===== config.mk =====
export PLATFORM = sky130hd
export DESIGN_NAME = iplr_top
export DESIGN_NICKNAME = d
export VERILOG_FILES = /design/src/rtl/iplr_top.v
export VERILOG_INCLUDE_DIRS = /design/src /design/src/rtl
export SDC_FILE = /design/constraint.sdc
export NUM_CORES = 1
export LEC_CHECK = 0
export ABC_AREA = 1
export BUFFER_PORTS_ARGS = -buffer_cell sky130_fd_sc_hd__buf_2
export CORE_AREA = 2 2 134 136
export CTS_CLUSTER_DIAMETER = 30
export CTS_CLUSTER_SIZE = 28
export DETAILED_ROUTE_END_ITERATION = 10
export DIE_AREA = 0 0 136 138
export REMOVE_ABC_BUFFERS = 1
export SYNTH_ARGS = -nofsm -noshare
export SYNTH_HDL_FRONTEND = slang
export SYNTH_SLANG_ARGS = --single-unit

===== constraint.sdc =====
create_clock -name I_CLK -period 4.4 [get_ports I_CLK]
set_clock_uncertainty 0.15 [all_clocks]
set_input_delay 0.44 -clock I_CLK [delete_from_list [all_inputs] [get_ports I_CLK]]
set_output_delay 0.44 -clock I_CLK [all_outputs]
set_load 0.05 [all_outputs]

===== src/rtl/iplr_defines.vh =====
// Constants for the interrupt priority level register slice
`ifndef IPLR_DEFINES_VH
`define IPLR_DEFINES_VH

// Register indices; byte address on the bus is four times the index
`define IPLR_IDX_TIMER_D_DECODER 10'h006
`define IPLR_IDX_TIMER_A_B_C 10'h007
`define IPLR_IDX_SERIAL0_TIMER_A 10'h008
`define IPLR_IDX_PWM_ADC 10'h009

// Writable bits of each register; the rest are reserved or outside this slice
`define IPLR_MASK_TIMER_D_DECODER 16'h00cf
`define IPLR_MASK_TIMER_A_B_C 16'hffff
`define IPLR_MASK_SERIAL0_TIMER_A 16'hf3ff
`define IPLR_MASK_PWM_ADC 16'hfc00

// Reset values
`define IPLR_RST_TIMER_D_DECODER 16'h0000
`define IPLR_RST_TIMER_A_B_C 16'h0000
`define IPLR_RST_SERIAL0_TIMER_A 16'h0000
`define IPLR_RST_PWM_ADC 16'h0000

// Field encodings
`define IPLR_FIELD_DISABLED 2'h0
`define IPLR_LEVEL_MAX 2'h2

// Field low-bit positions within their registers
`define IPLR_LSB_TIMER_D_CH0 6
`define IPLR_LSB_DECODER0_INDEX 2
`define IPLR_LSB_DECODER0_HOME_WDOG 0
`define IPLR_LSB_TIMER_A_CH0 14
`define IPLR_LSB_TIMER_B_CH3 12
`define IPLR_LSB_TIMER_B_CH2 10
`define IPLR_LSB_TIMER_B_CH1 8
`define IPLR_LSB_TIMER_B_CH0 6
`define IPLR_LSB_TIMER_C_CH3 4
`define IPLR_LSB_TIMER_C_CH2 2
`define IPLR_LSB_TIMER_C_CH1 0
`define IPLR_LSB_SERIAL0_RX_FULL 14
`define IPLR_LSB_SERIAL0_RX_ERROR 12
`define IPLR_LSB_SERIAL0_TX_IDLE 8
`define IPLR_LSB_SERIAL0_TX_EMPTY 6
`define IPLR_LSB_TIMER_A_CH3 4
`define IPLR_LSB_TIMER_A_CH2 2
`define IPLR_LSB_TIMER_A_CH1 0
`define IPLR_LSB_PWM_A_FAULT 14
`define IPLR_LSB_PWM_B_FAULT 12
`define IPLR_LSB_PWM_A_RELOAD 10

// Number of covered sources
`define IPLR_NUM_SRC 21

`endif


===== src/rtl/iplr_top.v =====
// Priority level registers for 21 interrupt sources with APB access and request gating
//
// Operation
// - Field 00 disables, 01 is level 0, 10 level 1, 11 level 2.
// - Every priority field resets to the disabled encoding.
// - Covered sources never reach a level above 2.
// - Reserved pairs read zero and ignore writes.
// - Sixth register bits 7-6 hold timer D channel 0 level.
// - Sixth register bits 3-2 hold decoder 0 index level.
// - Sixth register bits 1-0 hold decoder 0 home or watchdog level.
// - Seventh register bits 15-14 hold timer A channel 0 level.
// - Seventh register bits 13-6 hold timer B channels 3 down to 0.
// - Seventh register bits 5-0 hold timer C channels 3, 2, 1.
// - Eighth register bits 15-12 hold serial 0 receive full and error.
// - Eighth register bits 9-6 hold serial 0 transmit idle and empty.
// - Eighth register bits 5-0 hold timer A channels 3, 2, 1.
// - Ninth register bits 15-12 hold PWM A and B fault levels.
// - Ninth register bits 11-10 hold PWM A reload level.
// - Sixth register sits at word index 6, 16 bits wide.
//
// Source index map for I_SRC_REQ, O_REQ_VALID and O_REQ_LEVEL (two bits each):
//  0 decoder0_home_wdog, 1 decoder0_index, 2 timer_d_ch0, 3..5 timer_c_ch1..3,
//  6..9 timer_b_ch0..3, 10..13 timer_a_ch0..3, 14 serial0_tx_empty,
//  15 serial0_tx_idle, 16 serial0_rx_error, 17 serial0_rx_full,
//  18 pwm_a_reload, 19 pwm_b_fault, 20 pwm_a_fault

`include "iplr_defines.vh"

module iplr_top (
  input wire I_CLK,
  input wire I_SYS_RST,
  input wire I_PSEL,
  input wire I_PENABLE,
  input wire I_PWRITE,
  input wire [11:0] I_PADDR,
  input wire [31:0] I_PWDATA,
  output reg [31:0] O_PRDATA,
  output reg O_PREADY,
  output reg O_PSLVERR,
  input wire [20:0] I_SRC_REQ,
  output reg [20:0] O_REQ_VALID,
  output reg [41:0] O_REQ_LEVEL
);

  ////////////////////////////////////////////////////////////////////////////
  // Functions

  // Field to level: 01 -> 0, 10 -> 1, 11 -> 2; 00 yields 0 but is never forwarded
  function [1:0] iplr_level;
    input [1:0] field;
    begin
      if (field == `IPLR_FIELD_DISABLED) begin
        iplr_level = 2'h0;
      end else begin
        iplr_level = field - 2'h1;
      end
    end
  endfunction

  function iplr_enabled;
    input [1:0] field;
    begin
      iplr_enabled = (field != `IPLR_FIELD_DISABLED);
    end
  endfunction

  // Read word; the upper half does not exist in these 16-bit registers
  function [31:0] iplr_read_word;
    input [15:0] value;
    input [15:0] mask;
    begin
      iplr_read_word = {16'h0000, value & mask};
    end
  endfunction

  ////////////////////////////////////////////////////////////////////////////
  // Storage

  reg [15:0] timer_d_decoder_priority_r;
  reg [15:0] timer_a_b_c_priority_r;
  reg [15:0] serial0_timer_a_priority_r;
  reg [15:0] pwm_adc_priority_r;

  wire [9:0] word_idx;
  wire hit_d_dec;
  wire hit_abc;
  wire hit_ser;
  wire hit_pwm;
  wire mapped;
  wire setup;
  wire wr_go;
  wire wr_d_dec;
  wire wr_abc;
  wire wr_ser;
  wire wr_pwm;
  reg [31:0] rdata_nxt;

  assign word_idx = I_PADDR[11:2];
  assign hit_d_dec = (word_idx == `IPLR_IDX_TIMER_D_DECODER);
  assign hit_abc = (word_idx == `IPLR_IDX_TIMER_A_B_C);
  assign hit_ser = (word_idx == `IPLR_IDX_SERIAL0_TIMER_A);
  assign hit_pwm = (word_idx == `IPLR_IDX_PWM_ADC);
  assign mapped = hit_d_dec | hit_abc | hit_ser | hit_pwm;
  assign setup = I_PSEL & ~I_PENABLE;
  // Writes land only at the completing edge of the access phase
  assign wr_go = I_PSEL & I_PENABLE & O_PREADY & I_PWRITE & mapped;
  assign wr_d_dec = wr_go & hit_d_dec;
  assign wr_abc = wr_go & hit_abc;
  assign wr_ser = wr_go & hit_ser;
  assign wr_pwm = wr_go & hit_pwm;

  ////////////////////////////////////////////////////////////////////////////
  // Register writes

  // Masking at write time keeps reserved and uncovered bits at zero
  always @(posedge I_CLK or posedge I_SYS_RST) begin
    if (I_SYS_RST) begin
      timer_d_decoder_priority_r <= `IPLR_RST_TIMER_D_DECODER;
    end else if (wr_d_dec) begin
      timer_d_decoder_priority_r <= I_PWDATA[15:0] & `IPLR_MASK_TIMER_D_DECODER;
    end
  end

  always @(posedge I_CLK or posedge I_SYS_RST) begin
    if (I_SYS_RST) begin
      timer_a_b_c_priority_r <= `IPLR_RST_TIMER_A_B_C;
    end else if (wr_abc) begin
      timer_a_b_c_priority_r <= I_PWDATA[15:0] & `IPLR_MASK_TIMER_A_B_C;
    end
  end

  always @(posedge I_CLK or posedge I_SYS_RST) begin
    if (I_SYS_RST) begin
      serial0_timer_a_priority_r <= `IPLR_RST_SERIAL0_TIMER_A;
    end else if (wr_ser) begin
      serial0_timer_a_priority_r <= I_PWDATA[15:0] & `IPLR_MASK_SERIAL0_TIMER_A;
    end
  end

  always @(posedge I_CLK or posedge I_SYS_RST) begin
    if (I_SYS_RST) begin
      pwm_adc_priority_r <= `IPLR_RST_PWM_ADC;
    end else if (wr_pwm) begin
      pwm_adc_priority_r <= I_PWDATA[15:0] & `IPLR_MASK_PWM_ADC;
    end
  end

  ////////////////////////////////////////////////////////////////////////////
  // APB read and response

  always @* begin
    rdata_nxt = 32'h0000_0000;
    if (hit_d_dec) begin
      rdata_nxt = iplr_read_word(timer_d_decoder_priority_r, `IPLR_MASK_TIMER_D_DECODER);
    end else if (hit_abc) begin
      rdata_nxt = iplr_read_word(timer_a_b_c_priority_r, `IPLR_MASK_TIMER_A_B_C);
    end else if (hit_ser) begin
      rdata_nxt = iplr_read_word(serial0_timer_a_priority_r, `IPLR_MASK_SERIAL0_TIMER_A);
    end else if (hit_pwm) begin
      rdata_nxt = iplr_read_word(pwm_adc_priority_r, `IPLR_MASK_PWM_ADC);
    end
  end

  // Response is prepared in the setup cycle so the access phase has no wait state
  always @(posedge I_CLK or posedge I_SYS_RST) begin
    if (I_SYS_RST) begin
      O_PREADY <= 1'b0;
      O_PSLVERR <= 1'b0;
    end else begin
      O_PREADY <= setup;
      O_PSLVERR <= setup & ~mapped;
    end
  end

  // Write setups clear the data too, so an error answer never carries stale read data
  always @(posedge I_CLK or posedge I_SYS_RST) begin
    if (I_SYS_RST) begin
      O_PRDATA <= 32'h0000_0000;
    end else if (setup & ~I_PWRITE) begin
      O_PRDATA <= rdata_nxt;
    end else if (setup | ~I_PSEL) begin
      O_PRDATA <= 32'h0000_0000;
    end
  end

  ////////////////////////////////////////////////////////////////////////////
  // Field extraction in source-index order

  wire [1:0] decoder0_home_wdog_level;
  wire [1:0] decoder0_index_level;
  wire [1:0] timer_d_ch0_level;
  wire [1:0] timer_c_ch1_level;
  wire [1:0] timer_c_ch2_level;
  wire [1:0] timer_c_ch3_level;
  wire [1:0] timer_b_ch0_level;
  wire [1:0] timer_b_ch1_level;
  wire [1:0] timer_b_ch2_level;
  wire [1:0] timer_b_ch3_level;
  wire [1:0] timer_a_ch0_level;
  wire [1:0] timer_a_ch1_level;
  wire [1:0] timer_a_ch2_level;
  wire [1:0] timer_a_ch3_level;
  wire [1:0] serial0_tx_empty_level;
  wire [1:0] serial0_tx_idle_level;
  wire [1:0] serial0_rx_error_level;
  wire [1:0] serial0_rx_full_level;
  wire [1:0] pwm_a_reload_level;
  wire [1:0] pwm_b_fault_level;
  wire [1:0] pwm_a_fault_level;
  wire [41:0] fields;

  assign decoder0_home_wdog_level =
    timer_d_decoder_priority_r[`IPLR_LSB_DECODER0_HOME_WDOG +: 2];
  assign decoder0_index_level =
    timer_d_decoder_priority_r[`IPLR_LSB_DECODER0_INDEX +: 2];
  assign timer_d_ch0_level =
    timer_d_decoder_priority_r[`IPLR_LSB_TIMER_D_CH0 +: 2];
  assign timer_c_ch1_level =
    timer_a_b_c_priority_r[`IPLR_LSB_TIMER_C_CH1 +: 2];
  assign timer_c_ch2_level =
    timer_a_b_c_priority_r[`IPLR_LSB_TIMER_C_CH2 +: 2];
  assign timer_c_ch3_level =
    timer_a_b_c_priority_r[`IPLR_LSB_TIMER_C_CH3 +: 2];
  assign timer_b_ch0_level =
    timer_a_b_c_priority_r[`IPLR_LSB_TIMER_B_CH0 +: 2];
  assign timer_b_ch1_level =
    timer_a_b_c_priority_r[`IPLR_LSB_TIMER_B_CH1 +: 2];
  assign timer_b_ch2_level =
    timer_a_b_c_priority_r[`IPLR_LSB_TIMER_B_CH2 +: 2];
  assign timer_b_ch3_level =
    timer_a_b_c_priority_r[`IPLR_LSB_TIMER_B_CH3 +: 2];
  assign timer_a_ch0_level =
    timer_a_b_c_priority_r[`IPLR_LSB_TIMER_A_CH0 +: 2];
  assign timer_a_ch1_level =
    serial0_timer_a_priority_r[`IPLR_LSB_TIMER_A_CH1 +: 2];
  assign timer_a_ch2_level =
    serial0_timer_a_priority_r[`IPLR_LSB_TIMER_A_CH2 +: 2];
  assign timer_a_ch3_level =
    serial0_timer_a_priority_r[`IPLR_LSB_TIMER_A_CH3 +: 2];
  assign serial0_tx_empty_level =
    serial0_timer_a_priority_r[`IPLR_LSB_SERIAL0_TX_EMPTY +: 2];
  assign serial0_tx_idle_level =
    serial0_timer_a_priority_r[`IPLR_LSB_SERIAL0_TX_IDLE +: 2];
  assign serial0_rx_error_level =
    serial0_timer_a_priority_r[`IPLR_LSB_SERIAL0_RX_ERROR +: 2];
  assign serial0_rx_full_level =
    serial0_timer_a_priority_r[`IPLR_LSB_SERIAL0_RX_FULL +: 2];
  assign pwm_a_reload_level =
    pwm_adc_priority_r[`IPLR_LSB_PWM_A_RELOAD +: 2];
  assign pwm_b_fault_level =
    pwm_adc_priority_r[`IPLR_LSB_PWM_B_FAULT +: 2];
  assign pwm_a_fault_level =
    pwm_adc_priority_r[`IPLR_LSB_PWM_A_FAULT +: 2];

  assign fields = {
    pwm_a_fault_level,
    pwm_b_fault_level,
    pwm_a_reload_level,
    serial0_rx_full_level,
    serial0_rx_error_level,
    serial0_tx_idle_level,
    serial0_tx_empty_level,
    timer_a_ch3_level,
    timer_a_ch2_level,
    timer_a_ch1_level,
    timer_a_ch0_level,
    timer_b_ch3_level,
    timer_b_ch2_level,
    timer_b_ch1_level,
    timer_b_ch0_level,
    timer_c_ch3_level,
    timer_c_ch2_level,
    timer_c_ch1_level,
    timer_d_ch0_level,
    decoder0_index_level,
    decoder0_home_wdog_level
  };

  ////////////////////////////////////////////////////////////////////////////
  // Request gating toward the priority encoder

  reg [20:0] valid_nxt;
  reg [41:0] level_nxt;
  integer i;

  always @* begin
    valid_nxt = 21'h000000;
    level_nxt = 42'h000_0000_0000;
    for (i = 0; i < `IPLR_NUM_SRC; i = i + 1) begin
      if (I_SRC_REQ[i] && iplr_enabled(fields[2*i +: 2])) begin
        valid_nxt[i] = 1'b1;
        level_nxt[2*i +: 2] = iplr_level(fields[2*i +: 2]);
      end
    end
  end

  // One register stage; a disabled source shows level 0 with valid low
  always @(posedge I_CLK or posedge I_SYS_RST) begin
    if (I_SYS_RST) begin
      O_REQ_VALID <= 21'h000000;
      O_REQ_LEVEL <= 42'h000_0000_0000;
    end else begin
      O_REQ_VALID <= valid_nxt;
      O_REQ_LEVEL <= level_nxt;
    end
  end

endmodule // iplr_top


==> impl_metrics.py <==
metrics = {
    "cells_and_area": {
        "fin_nets": 781,
        "regArea_sq_um": 3080,
        "final_cells": 952,
        "syn2layout_area_growth_pct": 27.2,
        "num-fill-cells": 1815,
        "drive_above_1_share_pct": 26.4,
        "multi_input_area_sq_um": 1670,
        "diodes": 0,
    },
    "drt": {
        "vias": 4197,
        "dr_wl_met2_um": 6300,
        "wire_per_inst_um": 14.1,
        "met1_length_um": 5800,
        "top_layer": "met4",
        "drt_iter0_drc": 255,
        "postRouteAntennaNets": 0,
        "wl_met3_um": 1070,
        "drt_wl_total_um": 13400,
        "firstDrtPassIters": 4,
        "drc": 0,
        "via_per_inst": 4.41,
    },
    "cts": {
        "clock_sinks": 123,
        "cts_hold_buf": 0,
        "cts_tree": "built",
        "postCtsSetupBuffers": 0,
        "numCtsBuffers": 17,
        "post_cts_resized": 0,
        "clockRootBuffer": "clkbuf_16",
        "htreeDepth": 4,
        "clk_latency_ns": 0.42,
        "clock_path_buffers": 2,
        "clk_pin_slew_ns": 0.05,
    },
    "floorplanning": {
        "pin_count": 167,
        "die_w_um": 136,
        "start_util_pct": 29.4,
        "core-area_sq_um": 17500,
        "rows": 49,
        "die_h_um": 138,
        "die_area_sq_um": 18800,
    },
    "sta": {
        "layout_min_cycle_time_ns": 2.26,
        "final-setup-viol-count": 0,
        "max_freq_mhz": 442,
        "tightest_slew_ns": 1.06,
        "slew-limit-headroom_pct": 28.8,
        "rsz0062_at_grt": "false",
        "holdWs_ns": 0.0274,
        "drv_slew": 0,
        "post-route-period-util_pct": 51.4,
        "setup-tns-final_ns": 0,
        "hold_viol_final": 0,
    },
    "grt": {
        "grt_max_degree": 66,
        "grt_pass1_vias": 4182,
        "track_usage_pct": 15.2,
        "antenna_found_initial": 0,
        "grt_overflow_total": 0,
        "grt_first_pass_wirelength_um": 21600,
    },
    "place": {
        "placedCellCount": 921,
        "gp_congestion": 0.743,
        "dp_hpwl_um": 9400,
        "io_buffer_count": 132,
    },
    "yosys": {
        "ys_warn_count": 0,
        "synth_top_cell_area_share_pct": 59.8,
        "async_flop_share_pct": 100,
        "ys_types": 26,
        "synth_area_leaders": "dfrtp_1 (60%), nand2_1 (13%), inv_1 (4.2%), nand3_1 (3.8%), nand4_1 (3.6%)",
        "yosys.area.top_type": "dfrtp_1",
        "synth.most_common_cell": "nand2_1",
        "synthesis.area_sq_um": 5150,
        "synth_edf_count": 0,
        "syn_inst": 572,
        "ys_ff_latch": 123,
        "syn_area_per_cell_sq_um": 9.00,
        "seq_area_frac_synth_pct": 59.8,
        "synth_ff_type": "dfrtp_1",
        "synth_commonest_cells": "nand2_1 (176), dfrtp_1 (123), inv_1 (57)",
    },
    "hold_path": {
        "hp-class": "in2async",
    },
    "critical_path": {
        "worstPathRequired_ns": 4.55,
        "cp.arrival_ns": 2.41,
        "cp-end-kind": "flip-flop",
        "cp_max_fo": 30,
        "start_kind": "input pin",
        "path_class": "in2reg",
    },
    "flow_run": {
        "cap_violations": 0,
    },
    "power": {
        "ir_worst_vdd_mv": 0.272,
        "power_mw": 2.60,
        "power_density_nw_per_um2": 397,
        "power_leakage_nw": 3.67,
    },
    "status": {
        "status": "completed",
    },
}
path summary, 6_finish.rpt:
path | start | endpoint | slack (ns) | depth (start not counted)
setup reg to reg | O_PREADY$_DFF_PP0_ | pwm_adc_priority_r[11]$_DFFE_PP0P_ | 2.39 | 6
hold reg to reg | serial0_timer_a_priority_r[9]$_DFFE_PP0P_ | serial0_timer_a_priority_r[9]$_DFFE_PP0P_ | 0.32 | 2
min in group I_CLK | I_SRC_REQ[3] | O_REQ_VALID[3]$_DFF_PP0_ | 0.08 | 3
hold / removal | I_SYS_RST | serial0_timer_a_priority_r[6]$_DFFE_PP0P_ | 0.03 | 2
setup / recovery | I_PADDR[11] | serial0_timer_a_priority_r[3]$_DFFE_PP0P_ | 2.14 | 10
max in group asynchronous | I_SYS_RST | timer_a_b_c_priority_r[1]$_DFFE_PP0P_ | 3.02 | 3
metrics by stage:
step,cell area [sq um],setup slack (ns),util (%)
after floorplan,4970,0.539,-
after global placement,5970,1.73,34.1
after detailed placement,5970,1.74,34.1
after CTS,6550,2.17,37.3
after global routing,6550,1.98,37.3
final,6550,2.14,37.3
state kept, by name (all words and copies together), names as in the netlist:
signal,count
O_REQ_LEVEL,42
O_REQ_VALID,21
O_PRDATA,16
timer_a_b_c_priority_r,16
serial0_timer_a_priority_r,14
pwm_adc_priority_r,6
timer_d_decoder_priority_r,6
O_PREADY,1
O_PSLVERR,1
metal layers:
layer | up-vias | global-route usage (%)
met2 | 136 | 24.0
met1 | 1971 | 19.0
met5 | - | 0
met4 | 0 | 6.20
li1 | 2071 | -
met3 | 19 | 5.28
worst max-delay path, cell delays in order:
cell and delay [ns]:
buf_2 0.12, nor2_4 0.31, nand2_2 0.10, nor2_4 0.25
o21ai_2 0.09, nand2_2 0.06, buf_4 0.35, nand3_2 0.43
nand2_1 0.17, nand2_1 0.07
cell usage in the layout, fill, tap and decap left out, types with 15 or more instances in the layout:
cell         n
nor2_1      41
buf_2      132
dfrtp_1    123
nand3_1     39
nand4_1     30
a21oi_1     15
nor3_1      25
inv_1       56
conb_1      16
clkbuf_16   17
nand2_1    176
kinds of logic (layout without fill, tap and decap cells):
kind of cell           Yosys count  count (layout)  share of synthesized area, %
AND/OR/NAND/NOR                328             328                          28.5
flip-flops                     123             123                          59.8
buffers and inverters           95             231                          9.04
AO/OA/AOI/OAI                   25              25                          2.55
other                            1              16                        0.0729
report_power, final:
group / switching, mW / internal [mW]
Clock: 0.482 / 0.859
Sequential: 0.000585 / 1.13
Combinational: 0.0967 / 0.0245
layout make-up:
| cell class | instances | share of cell area [%] |
|---|---|---|
| clock buffers | 25 | 7.87 |
| multi-input cells | 369 | 25.5 |
| inverters | 63 | 3.65 |
| repair buffers | 137 | 10.7 |
| flip-flops and latches | 123 | 47.0 |
| well taps | 229 | 4.38 |
| clock inverters | 6 | 0.917 |
(Power assumes the default switching activity.)
